### src/rtl/aucal_pkg.sv
// Shared constants and types of the user calibration and register check block.
package aucal_pkg;
  localparam int DATA_W = 24;
  localparam int GAIN_SHIFT = 22;
  localparam int IDX_W = 6;
  localparam int ST_W = 2;
  // Register indices; the byte address on the bus is four times the index.
  localparam logic [5:0] IDX_OFFSET_HIGH = 6'h09;
  localparam logic [5:0] IDX_OFFSET_MID = 6'h0A;
  localparam logic [5:0] IDX_OFFSET_LOW = 6'h0B;
  localparam logic [5:0] IDX_GAIN_HIGH = 6'h0C;
  localparam logic [5:0] IDX_GAIN_MID = 6'h0D;
  localparam logic [5:0] IDX_GAIN_LOW = 6'h0E;
  localparam logic [5:0] IDX_CHECK = 6'h0F;
  localparam logic [5:0] IDX_CONTROL = 6'h10;
  localparam logic [5:0] IDX_STATUS = 6'h11;
  localparam logic [5:0] IDX_MASK = 6'h12;
  localparam logic [5:0] IDX_RESULT = 6'h13;
  localparam logic [7:0] OFFSET_RESET = 8'h00;
  localparam logic [7:0] GAIN_HIGH_RESET = 8'h40;
  localparam logic [7:0] GAIN_MID_RESET = 8'h00;
  localparam logic [7:0] GAIN_LOW_RESET = 8'h00;
  localparam logic [7:0] CHECK_RESET = 8'h00;
  localparam logic [7:0] CONTROL_RESET = 8'h00;
  localparam logic [1:0] MASK_RESET = 2'h0;
  localparam int CTRL_CHECK_EN_BIT = 0;
  localparam int ST_REG_ERR_BIT = 0;
  localparam int ST_DATA_READY_BIT = 1;
  localparam int HDR_REG_ERR_BIT = 2;
  localparam logic [23:0] GAIN_UNITY = 24'h400000;
  localparam logic [23:0] SAT_MAX = 24'h7FFFFF;
  localparam logic [23:0] SAT_MIN = 24'h800000;
  localparam logic [1:0] RESP_OKAY = 2'h0;
  localparam logic [1:0] RESP_SLVERR = 2'h2;
  typedef struct packed {
    logic valid;
    logic [23:0] data;
  } aucal_sample_t;
endpackage : aucal_pkg

### src/rtl/aucal_datapath.sv
// Two-stage offset and gain correction pipeline with saturation.
`timescale 1ns/1ps
module aucal_datapath (
  input wire logic core_clk,
  input wire logic reset_n,
  input aucal_pkg::aucal_sample_t sampleIn,
  input wire logic [23:0] offsetWord,
  input wire logic [23:0] gainWord,
  output aucal_pkg::aucal_sample_t sampleOut
);
  wire logic [24:0] diffWide;
  assign diffWide = {sampleIn.data[23], sampleIn.data}
                  - {offsetWord[23], offsetWord};
  wire logic diffFits;
  assign diffFits = diffWide[24] == diffWide[23];
  wire logic [23:0] diffSat;
  assign diffSat = diffFits ? diffWide[23:0] :
                   (diffWide[24] ? aucal_pkg::SAT_MIN : aucal_pkg::SAT_MAX);
  logic stageValid;
  logic [23:0] stageData;
  logic [23:0] stageGain;
  always_ff @(posedge core_clk or negedge reset_n) begin
    if (!reset_n) begin
      stageValid <= 1'b0;
      stageData <= 24'h000000;
      stageGain <= 24'h000000;
    end else begin
      stageValid <= sampleIn.valid;
      stageData <= diffSat;
      stageGain <= gainWord;
    end
  end
  wire logic signed [48:0] prodWide;
  assign prodWide = $signed(stageData) * $signed({1'b0, stageGain});
  wire logic prodFits;
  assign prodFits = (prodWide[48:45] == 4'h0) || (prodWide[48:45] == 4'hF);
  wire logic [23:0] scaled;
  assign scaled = prodFits ? prodWide[45:22] :
                  (prodWide[48] ? aucal_pkg::SAT_MIN : aucal_pkg::SAT_MAX);
  always_ff @(posedge core_clk or negedge reset_n) begin
    if (!reset_n) begin
      sampleOut <= '0;
    end else begin
      sampleOut.valid <= stageValid;
      sampleOut.data <= scaled;
    end
  end

  property p_offset_unity;
    @(posedge core_clk) disable iff (!reset_n)
    sampleIn.valid && diffFits && gainWord == aucal_pkg::GAIN_UNITY
    |-> ##2 sampleOut.valid
        && sampleOut.data == $past(sampleIn.data, 2) - $past(offsetWord, 2);
  endproperty
  a_offset_unity: assert property (p_offset_unity)
    else $error("offset subtract wrong at unity gain");
  property p_order;
    @(posedge core_clk) disable iff (!reset_n)
    sampleIn.valid && sampleIn.data == offsetWord
    |-> ##2 sampleOut.data == 24'h000000;
  endproperty
  a_order: assert property (p_order)
    else $error("gain applied before offset");
  property p_gain_scale;
    @(posedge core_clk) disable iff (!reset_n)
    sampleIn.valid && offsetWord == 24'h000000
      && sampleIn.data[23:20] == 4'h0
    |-> ##2 sampleOut.data == 24'((48'($past(sampleIn.data, 2))
        * 48'($past(gainWord, 2))) >> 22);
  endproperty
  a_gain_scale: assert property (p_gain_scale)
    else $error("gain scaling wrong");
  property p_unity_pass;
    @(posedge core_clk) disable iff (!reset_n)
    sampleIn.valid && offsetWord == 24'h000000
      && gainWord == aucal_pkg::GAIN_UNITY
    |-> ##2 sampleOut.data == $past(sampleIn.data, 2);
  endproperty
  a_unity_pass: assert property (p_unity_pass)
    else $error("unity gain code does not pass data");
  property p_clip_high;
    @(posedge core_clk) disable iff (!reset_n)
    sampleIn.valid && sampleIn.data == aucal_pkg::SAT_MAX
      && offsetWord == aucal_pkg::SAT_MIN
      && gainWord >= aucal_pkg::GAIN_UNITY
    |-> ##2 sampleOut.data == aucal_pkg::SAT_MAX;
  endproperty
  a_clip_high: assert property (p_clip_high)
    else $error("positive overflow not clipped");
  property p_clip_low;
    @(posedge core_clk) disable iff (!reset_n)
    sampleIn.valid && sampleIn.data == aucal_pkg::SAT_MIN
      && offsetWord == 24'h000001 && gainWord >= aucal_pkg::GAIN_UNITY
    |-> ##2 sampleOut.data == aucal_pkg::SAT_MIN;
  endproperty
  a_clip_low: assert property (p_clip_low)
    else $error("negative overflow not clipped");
  c_clip: cover property (@(posedge core_clk) sampleOut.valid
    && sampleOut.data == aucal_pkg::SAT_MAX);
endmodule : aucal_datapath

### src/rtl/aucal_top.sv
// Register file, AXI4-Lite slave, check compare and calibration top.
`timescale 1ns/1ps
// Operation
// - The offset word is signed and is subtracted from every sample.
// - Offset correction comes first and gain scaling acts on its result.
// - The gain word is unsigned with 400000h meaning a gain of one.
// - The corrected sample is multiplied by gain over 400000h.
// - Gain bytes sit at Ch, Dh and Eh and reset to 40h, 00h and 00h.
// - The gain word is built from three bytes, lowest address on top.
// - A mismatch with the internal value sets the error in header and status.
// - The comparison runs only while the check enable bit is set.
// - With the check disabled the check register is a plain scratchpad.
module aucal_top #(
  parameter int ADDR_W = 8
) (
  input wire logic core_clk,
  input wire logic reset_n,
  input wire logic [ADDR_W-1:0] s_axi_awaddr,
  input wire logic s_axi_awvalid,
  output logic s_axi_awready,
  input wire logic [31:0] s_axi_wdata,
  input wire logic [3:0] s_axi_wstrb,
  input wire logic s_axi_wvalid,
  output logic s_axi_wready,
  output logic [1:0] s_axi_bresp,
  output logic s_axi_bvalid,
  input wire logic s_axi_bready,
  input wire logic [ADDR_W-1:0] s_axi_araddr,
  input wire logic s_axi_arvalid,
  output logic s_axi_arready,
  output logic [31:0] s_axi_rdata,
  output logic [1:0] s_axi_rresp,
  output logic s_axi_rvalid,
  input wire logic s_axi_rready,
  input aucal_pkg::aucal_sample_t sampleIn,
  input wire logic [7:0] calcCheck,
  output aucal_pkg::aucal_sample_t sampleOut,
  output logic [7:0] statusHeader,
  output logic irq
);
  logic [7:0] offsetHigh;
  logic [7:0] offsetMid;
  logic [7:0] offsetLow;
  logic [7:0] gainHigh;
  logic [7:0] gainMid;
  logic [7:0] gainLow;
  logic [7:0] checkValue;
  logic [7:0] control;
  logic [1:0] status;
  logic [1:0] mask;
  logic [23:0] lastResult;
  logic awHeld;
  logic wHeld;
  logic [aucal_pkg::IDX_W-1:0] wrIdx;
  logic [7:0] wrByte;
  logic wrLane;

  // Write channel: address and data are taken independently.
  wire logic awTake;
  assign awTake = s_axi_awvalid && s_axi_awready;
  wire logic wTake;
  assign wTake = s_axi_wvalid && s_axi_wready;
  wire logic regWrite;
  assign regWrite = awHeld && wHeld && !s_axi_bvalid;
  wire logic bDone;
  assign bDone = s_axi_bvalid && s_axi_bready;

  always_ff @(posedge core_clk or negedge reset_n) begin
    if (!reset_n) begin
      s_axi_awready <= 1'b1;
      awHeld <= 1'b0;
      wrIdx <= '0;
    end else if (awTake) begin
      s_axi_awready <= 1'b0;
      awHeld <= 1'b1;
      wrIdx <= s_axi_awaddr[ADDR_W-1:2];
    end else if (regWrite) begin
      awHeld <= 1'b0;
    end else if (bDone) begin
      s_axi_awready <= 1'b1;
    end
  end

  always_ff @(posedge core_clk or negedge reset_n) begin
    if (!reset_n) begin
      s_axi_wready <= 1'b1;
      wHeld <= 1'b0;
      wrByte <= 8'h00;
      wrLane <= 1'b0;
    end else if (wTake) begin
      s_axi_wready <= 1'b0;
      wHeld <= 1'b1;
      wrByte <= s_axi_wdata[7:0];
      wrLane <= s_axi_wstrb[0];
    end else if (regWrite) begin
      wHeld <= 1'b0;
    end else if (bDone) begin
      s_axi_wready <= 1'b1;
    end
  end

  wire logic wOffHi;
  assign wOffHi = wrIdx == aucal_pkg::IDX_OFFSET_HIGH;
  wire logic wOffMid;
  assign wOffMid = wrIdx == aucal_pkg::IDX_OFFSET_MID;
  wire logic wOffLow;
  assign wOffLow = wrIdx == aucal_pkg::IDX_OFFSET_LOW;
  wire logic wGainHi;
  assign wGainHi = wrIdx == aucal_pkg::IDX_GAIN_HIGH;
  wire logic wGainMid;
  assign wGainMid = wrIdx == aucal_pkg::IDX_GAIN_MID;
  wire logic wGainLow;
  assign wGainLow = wrIdx == aucal_pkg::IDX_GAIN_LOW;
  wire logic wCheck;
  assign wCheck = wrIdx == aucal_pkg::IDX_CHECK;
  wire logic wCtrl;
  assign wCtrl = wrIdx == aucal_pkg::IDX_CONTROL;
  wire logic wStat;
  assign wStat = wrIdx == aucal_pkg::IDX_STATUS;
  wire logic wMask;
  assign wMask = wrIdx == aucal_pkg::IDX_MASK;
  wire logic wResult;
  assign wResult = wrIdx == aucal_pkg::IDX_RESULT;
  wire logic wMapped;
  assign wMapped = wOffHi || wOffMid || wOffLow || wGainHi || wGainMid
                || wGainLow || wCheck || wCtrl || wStat || wMask || wResult;
  wire logic wEn;
  assign wEn = regWrite && wrLane;

  always_ff @(posedge core_clk or negedge reset_n) begin
    if (!reset_n) begin
      s_axi_bvalid <= 1'b0;
      s_axi_bresp <= aucal_pkg::RESP_OKAY;
    end else if (regWrite) begin
      s_axi_bvalid <= 1'b1;
      s_axi_bresp <= wMapped ? aucal_pkg::RESP_OKAY : aucal_pkg::RESP_SLVERR;
    end else if (bDone) begin
      s_axi_bvalid <= 1'b0;
    end
  end

  always_ff @(posedge core_clk or negedge reset_n) begin
    if (!reset_n) begin
      offsetHigh <= aucal_pkg::OFFSET_RESET;
      offsetMid <= aucal_pkg::OFFSET_RESET;
      offsetLow <= aucal_pkg::OFFSET_RESET;
    end else if (wEn) begin
      if (wOffHi) offsetHigh <= wrByte;
      if (wOffMid) offsetMid <= wrByte;
      if (wOffLow) offsetLow <= wrByte;
    end
  end

  always_ff @(posedge core_clk or negedge reset_n) begin
    if (!reset_n) begin
      gainHigh <= aucal_pkg::GAIN_HIGH_RESET;
      gainMid <= aucal_pkg::GAIN_MID_RESET;
      gainLow <= aucal_pkg::GAIN_LOW_RESET;
    end else if (wEn) begin
      if (wGainHi) gainHigh <= wrByte;
      if (wGainMid) gainMid <= wrByte;
      if (wGainLow) gainLow <= wrByte;
    end
  end

  always_ff @(posedge core_clk or negedge reset_n) begin
    if (!reset_n) begin
      checkValue <= aucal_pkg::CHECK_RESET;
      control <= aucal_pkg::CONTROL_RESET;
      mask <= aucal_pkg::MASK_RESET;
    end else if (wEn) begin
      if (wCheck) checkValue <= wrByte;
      if (wCtrl) control <= wrByte;
      if (wMask) mask <= wrByte[aucal_pkg::ST_W-1:0];
    end
  end

  wire logic [23:0] gainWord;
  assign gainWord = {gainHigh, gainMid, gainLow};
  wire logic [23:0] offsetWord;
  assign offsetWord = {offsetHigh, offsetMid, offsetLow};

  aucal_datapath u_aucal_datapath (
    .core_clk(core_clk),
    .reset_n(reset_n),
    .sampleIn(sampleIn),
    .offsetWord(offsetWord),
    .gainWord(gainWord),
    .sampleOut(sampleOut)
  );

  always_ff @(posedge core_clk or negedge reset_n) begin
    if (!reset_n) begin
      lastResult <= 24'h000000;
    end else if (sampleOut.valid) begin
      lastResult <= sampleOut.data;
    end
  end

  wire logic checkEn;
  assign checkEn = control[aucal_pkg::CTRL_CHECK_EN_BIT];
  wire logic mismatch;
  assign mismatch = checkEn && (checkValue != calcCheck);
  wire logic [1:0] statusSet;
  assign statusSet = {sampleOut.valid, mismatch};
  wire logic [1:0] statusClr;
  assign statusClr = (wEn && wStat) ? wrByte[1:0] : 2'h0;

  // A new event wins over a clear written in the same cycle.
  always_ff @(posedge core_clk or negedge reset_n) begin
    if (!reset_n) begin
      status <= 2'h0;
    end else begin
      status <= (status & ~statusClr) | statusSet;
    end
  end

  wire logic [7:0] next_statusHeader;
  assign next_statusHeader =
    8'(status[aucal_pkg::ST_REG_ERR_BIT]) << aucal_pkg::HDR_REG_ERR_BIT;
  always_ff @(posedge core_clk or negedge reset_n) begin
    if (!reset_n) begin
      statusHeader <= 8'h00;
      irq <= 1'b0;
    end else begin
      statusHeader <= next_statusHeader;
      irq <= |(status & mask);
    end
  end

  // Read channel: one read at a time, answered on the next cycle.
  wire logic [aucal_pkg::IDX_W-1:0] rdIdx;
  assign rdIdx = s_axi_araddr[ADDR_W-1:2];
  wire logic [10:0] rHit;
  assign rHit = {rdIdx == aucal_pkg::IDX_RESULT,
                 rdIdx == aucal_pkg::IDX_MASK,
                 rdIdx == aucal_pkg::IDX_STATUS,
                 rdIdx == aucal_pkg::IDX_CONTROL,
                 rdIdx == aucal_pkg::IDX_CHECK,
                 rdIdx == aucal_pkg::IDX_GAIN_LOW,
                 rdIdx == aucal_pkg::IDX_GAIN_MID,
                 rdIdx == aucal_pkg::IDX_GAIN_HIGH,
                 rdIdx == aucal_pkg::IDX_OFFSET_LOW,
                 rdIdx == aucal_pkg::IDX_OFFSET_MID,
                 rdIdx == aucal_pkg::IDX_OFFSET_HIGH};
  wire logic [31:0] readWord;
  assign readWord = ({32{rHit[0]}} & {24'h000000, offsetHigh})
                  | ({32{rHit[1]}} & {24'h000000, offsetMid})
                  | ({32{rHit[2]}} & {24'h000000, offsetLow})
                  | ({32{rHit[3]}} & {24'h000000, gainHigh})
                  | ({32{rHit[4]}} & {24'h000000, gainMid})
                  | ({32{rHit[5]}} & {24'h000000, gainLow})
                  | ({32{rHit[6]}} & {24'h000000, checkValue})
                  | ({32{rHit[7]}} & {24'h000000, control})
                  | ({32{rHit[8]}} & {30'h0, status})
                  | ({32{rHit[9]}} & {30'h0, mask})
                  | ({32{rHit[10]}} & {8'h00, lastResult});
  wire logic arTake;
  assign arTake = s_axi_arvalid && s_axi_arready;

  always_ff @(posedge core_clk or negedge reset_n) begin
    if (!reset_n) begin
      s_axi_arready <= 1'b1;
      s_axi_rvalid <= 1'b0;
      s_axi_rdata <= 32'h00000000;
      s_axi_rresp <= aucal_pkg::RESP_OKAY;
    end else if (arTake) begin
      s_axi_arready <= 1'b0;
      s_axi_rvalid <= 1'b1;
      s_axi_rdata <= readWord;
      s_axi_rresp <= (|rHit) ? aucal_pkg::RESP_OKAY : aucal_pkg::RESP_SLVERR;
    end else if (s_axi_rvalid && s_axi_rready) begin
      s_axi_arready <= 1'b1;
      s_axi_rvalid <= 1'b0;
    end
  end

  property p_gain_reset;
    @(posedge core_clk) disable iff (!reset_n)
    !$past(reset_n) |-> gainWord == aucal_pkg::GAIN_UNITY;
  endproperty
  a_gain_reset: assert property (p_gain_reset)
    else $error("gain word not unity after reset");
  property p_gain_high_byte;
    @(posedge core_clk) disable iff (!reset_n)
    wEn && wGainHi |=> gainWord[23:16] == $past(wrByte)
                       && gainWord[15:0] == $past(gainWord[15:0]);
  endproperty
  a_gain_high_byte: assert property (p_gain_high_byte)
    else $error("gain high byte misplaced");
  property p_gain_low_byte;
    @(posedge core_clk) disable iff (!reset_n)
    wEn && wGainLow |=> gainWord[7:0] == $past(wrByte)
                       && gainWord[23:8] == $past(gainWord[23:8]);
  endproperty
  a_gain_low_byte: assert property (p_gain_low_byte)
    else $error("gain low byte misplaced");
  property p_mismatch_flag;
    @(posedge core_clk) disable iff (!reset_n)
    checkEn && checkValue != calcCheck
    |=> status[aucal_pkg::ST_REG_ERR_BIT]
        ##1 statusHeader[aucal_pkg::HDR_REG_ERR_BIT];
  endproperty
  a_mismatch_flag: assert property (p_mismatch_flag)
    else $error("mismatch did not raise error in status and header");
  property p_check_disabled;
    @(posedge core_clk) disable iff (!reset_n)
    !checkEn && !status[aucal_pkg::ST_REG_ERR_BIT]
    |=> !status[aucal_pkg::ST_REG_ERR_BIT];
  endproperty
  a_check_disabled: assert property (p_check_disabled)
    else $error("error raised while check disabled");
  property p_scratchpad;
    @(posedge core_clk) disable iff (!reset_n)
    wEn && wCheck |=> checkValue == $past(wrByte);
  endproperty
  a_scratchpad: assert property (p_scratchpad)
    else $error("check register did not store written byte");
  property p_write_answer;
    @(posedge core_clk) disable iff (!reset_n)
    awTake ##[0:8] (awHeld && wHeld) |=> s_axi_bvalid;
  endproperty
  a_write_answer: assert property (p_write_answer)
    else $error("write response missing");
  c_mismatch: cover property (@(posedge core_clk) disable iff (!reset_n)
    mismatch ##1 status[aucal_pkg::ST_REG_ERR_BIT]);
  c_gain_write: cover property (@(posedge core_clk) disable iff (!reset_n)
    wEn && wGainHi);
  c_irq: cover property (@(posedge core_clk) disable iff (!reset_n) irq);
endmodule : aucal_top

### config.mk
export PLATFORM = sky130hd
export DESIGN_NAME = aucal_top
export DESIGN_NICKNAME = d
export VERILOG_FILES = /design/src/rtl/aucal_pkg.sv /design/src/rtl/aucal_datapath.sv /design/src/rtl/aucal_top.sv
export SDC_FILE = /design/constraint.sdc
export NUM_CORES = 2
export LEC_CHECK = 0
export BUFFER_PORTS_ARGS = -buffer_cell sky130_fd_sc_hd__buf_2
export CAP_MARGIN = 30
export CORE_MARGIN = 1
export CORE_UTILIZATION = 55
export DETAILED_ROUTE_END_ITERATION = 6
export GPL_TIMING_DRIVEN = 1
export PLACE_DENSITY = 0.73
export SLEW_MARGIN = 10
export SYNTH_ARGS = -nofsm -noshare
export SYNTH_HDL_FRONTEND = slang
export SYNTH_SLANG_ARGS = --single-unit
### constraint.sdc
create_clock -name core_clk -period 9.05 [get_ports core_clk]
set_input_delay 0.905 -clock core_clk [delete_from_list [all_inputs] [get_ports core_clk]]
set_output_delay 0.905 -clock core_clk [all_outputs]
set_load 0.02 [all_outputs]
==> flow_summary.yaml <==
outcome:
  outcome: "finished, final reports clean"
sta:
  rsz0062_at_grt: "false"
  worstMarginPinSlew_ns: 1.003
  finalSetupViolations: 0
  clock_skew_ns: 0.02633
  fmax_ghz: 0.1219
  tns_ns: 0
  hold_violations: 0
  period_minus_slack_ns: 8.203
  slew_violations: 0
  min_period_over_period_pct: 90.64
  relSlewSlack_pct: 33.12
clocking:
  clock_sinks: 216
  path_clk_slew_ns: 0.07
  cts_tree: "done"
  postCtsHoldBufs: 0
  clockRootBuffer: "clkbuf_16"
  numCtsBuffers: 21
  cts_resized: 0
  insertion_delay_ns: 0.51
  clock_path_buffers: 3
  htree_levels: 1
  cts_setup_buffers: 0
power:
  p_switching_w: 0.002870
  p_leak_nw: 15.47
  p_sw_share_pct: 47.70
  ir_drop_uv: 215.3
  cellInternalPower_w: 0.003147
  comb_power_share_pct: 56.7
  pwr-share-seq_pct: 27.6
  p_per_area_nw_per_um2: 196.5
  clkPwrFrac_pct: 15.6
finish:
  stdcell_count: 3642
  num-fill-cells: 4130
  layout_common_cells: "570 x inv_1, 482 x fa_1, 386 x nand2_1"
  fin_util_pct: 60.78
  final_common_cell: "inv_1"
  multi_input_area_sq_um: 20140
  drive_gt1_share_pct: 11.08
  area_delta_synth_final_pct: 8.346
  seq_area_sq_um: 5410
  nNetsFinal: 3752
critical_path:
  cp-start-kind: "flip-flop"
  crit_arrival_ns: 8.63
  crit_fanout: 23
  slowest_stage: "dfrtp_1"
  crit_type: "flip-flop to flip-flop"
  crit_path_frequent_cell: "fa_1"
  crit_path_max_incr_delay_ns: 0.83
  worstSetupEndpointType: "flip-flop"
  crit_chain: "buf_8 -> nand2_1 -> fa_1 -> fa_1 -> inv_1 -> fa_1 -> fa_1 -> fa_1 -> fa_1 -> inv_1 -> fa_1 -> inv_1 -> ha_1 -> a21oi_1 -> o21ai_0 -> a221oi_1 -> o21ai_0 -> a221oi_1 -> a21oi_1 -> a21oi_1 -> xnor2_1 -> a31o_2 -> o21a_1"
  critPathRequiredTime_ns: 9.47
synth:
  yosys.area.top_type: "fa_1"
  synth_ff_type: "dfrtp_1"
  synth-compound-area-share_pct: 6.287
  synth_top_family_by_area: "adder cells"
  synth_xor_area_share_pct: 1.767
  synth_seq_area_share_pct: 19.15
  postSynthCellCount: 2887
  ys_types: 69
  yosys.area_share.simple_pct: 13.82
  synth_top_area_share_pct: 34.15
  yosysWarnings: 0
  synth.area.top_cells: "fa_1 34%, dfrtp_1 19%, ha_1 9.8%, inv_1 7.6%, and2_1 5.8%"
  syn_avg_cell_area_sq_um: 9.788
  syn_area_sq_um: 28260
  synth_edf_count: 0
  synth_seq_cells: 216
  synthMuxAreaShare_pct: 4.893
  synth_async_sr_flop_share_pct: 100.0
  synth_adder_area_share_pct: 44.29
global_route:
  grt_util_met1_pct: 36.26
  antenna_found_initial: 2
  grt_pass1_vias: 22620
  grt_use_met2_pct: 49.26
  grt_usage_pct: 28.57
  busiest_layer: "met2"
  overflow: 0
  grt_pass1_wl_um: 118200
  grt_util_met3_pct: 4.803
  grt_max_degree: 136
route:
  drc: 0
  initialDrtViolationCount: 1425
  vias: 20380
  postRouteAntennaNets: 0
  vias_per_cell: 5.596
  first_pass_iters: 5
  wl_per_cell_um: 19.73
  drt_wl_total_um: 71850
placed_design:
  numPortBuffers: 118
  dp_cells: 3597
  gp_congestion: 0.9518
  hpwl_um: 57140
floorplan:
  die-area_sq_um: 52290
  initial_core_util_pct: 56.10
  core_sq_um: 50380
  dieWidth_um: 228.7
  ios: 167
  row_count: 82
  die_h_um: 228.7
hold_path:
  min_path_type: "flip-flop to flip-flop"
job:
  drv_cap: 0
==> synth_stat cells (all sizes together) (6+ instances only) <==
cell type,number
xnor2,36
o211ai,6
nand2b,19
fa,482
nor3,9
a21o,29
a221oi,17
maj3,9
inv,570
mux2,107
nor2b,26
o21ai,72
a21oi,63
buf,27
clkbuf,115
ha,222
xor2,21
a22oi,8
nor2,44
and2,264
dfrtp,212
nand4,8
mux2i,11
and3,8
a211oi,8
o21bai,6
nand2,387
a31oi,6
o21a,29
nand3,11
==> cell families after synthesis <==
kind of cell             Yosys count
AND/OR/NAND/NOR                  795
multiplexers                     121
XOR/XNOR                          57
other                              1
flip-flops                       216
buffers and inverters            712
adder cells (fa/ha/maj)          713
AO/OA/AOI/OAI                    272
==> path summary, 6_finish.rpt <==
| path | slack (ns) | end | from | cells after the start |
|---|---|---|---|---|
| max | 0.85 | u_aucal_datapath.sampleOut[6] | u_aucal_datapath.stageData[9] | 23 |
| min | 0.36 | u_aucal_datapath.sampleOut[24] | u_aucal_datapath.stageValid | 0 |
| max reg2reg | 0.85 | u_aucal_datapath.sampleOut[6] | u_aucal_datapath.stageData[9] | 23 |
| min reg2reg | 0.36 | u_aucal_datapath.sampleOut[24] | u_aucal_datapath.stageValid | 0 |
| max in group asynchronous | 7.16 | wrByte[4] | reset_n | 3 |
| min in group asynchronous | 0.44 | status[0] | reset_n | 1 |
==> metal layers <==
metal | wire [um] | share of wire (%) | vias up
li1 | - | - | 8948
met1 | 28520 | 40 | 10430
met2 | 35560 | 49 | 795
met3 | 5031 | 7.0 | 202
met4 | 2724 | 3.8 | 4
met5 | 22 | 0.031 | -
==> per-stage QoR <==
stage | setup slack (ns) | instance area (sq um) | hold WS, ns | power, W
after floorplan | 2.203 | 28320 | 0.3312 | 0.003737
after global placement | 0.9804 | 29380 | 0.3324 | 0.004763
after detailed placement | 0.9506 | 29700 | 0.3396 | 0.004967
after CTS | 0.8792 | 30430 | 0.3548 | 0.005958
after global routing | 0.5534 | 30610 | 0.3742 | 0.006474
final | 0.8473 | 30620 | 0.3562 | 0.006016
==> sequential cells by signal, indices dropped and copies added (netlist names), 8 cells and up <==
signal,count
checkValue,8
control,8
gainHigh,8
gainLow,8
gainMid,8
lastResult,24
offsetHigh,8
offsetLow,8
offsetMid,8
s_axi_rdata,24
u_aucal_datapath.sampleOut,25
u_aucal_datapath.stageData,24
u_aucal_datapath.stageGain,24
wrByte,8
==> worst max-delay path: cells and delay by family, from the launching register on <==
kind | cells | cell delay, ns
and+or+nand+nor | 1 | 0.10
DFF | 1 | 0.83
AOI/OAI and AO/OA | 9 | 2.61
adders and majority gates | 8 | 3.95
buffers and inverters | 4 | 0.39
xor gates and xnor gates | 1 | 0.23
==> layout make-up <==
type                    instances  share of cell area, %
multi-input cells            1975                  65.79
flip-flops and latches        216                  17.67
inverters                     570                  6.988
repair buffers                172                  4.389
well taps                     672                  2.746
clock buffers                  28                  1.900
clock inverters                 8                 0.5027
diodes                          1               0.008173
==> power by group through the flow <==
stage	Clock, W	Combinational [W]	Sequential [W]
2_1_floorplan	0	0.00227	0.00146
3_3_place_gp	0	0.00299	0.00178
3_5_place_dp	0	0.00328	0.00168
4_1_cts	0.000956	0.00333	0.00168
5_1_grt	0.000992	0.00380	0.00168
6_report	0.000941	0.00341	0.00166
Note: power is estimated with default switching activity, not from simulation.
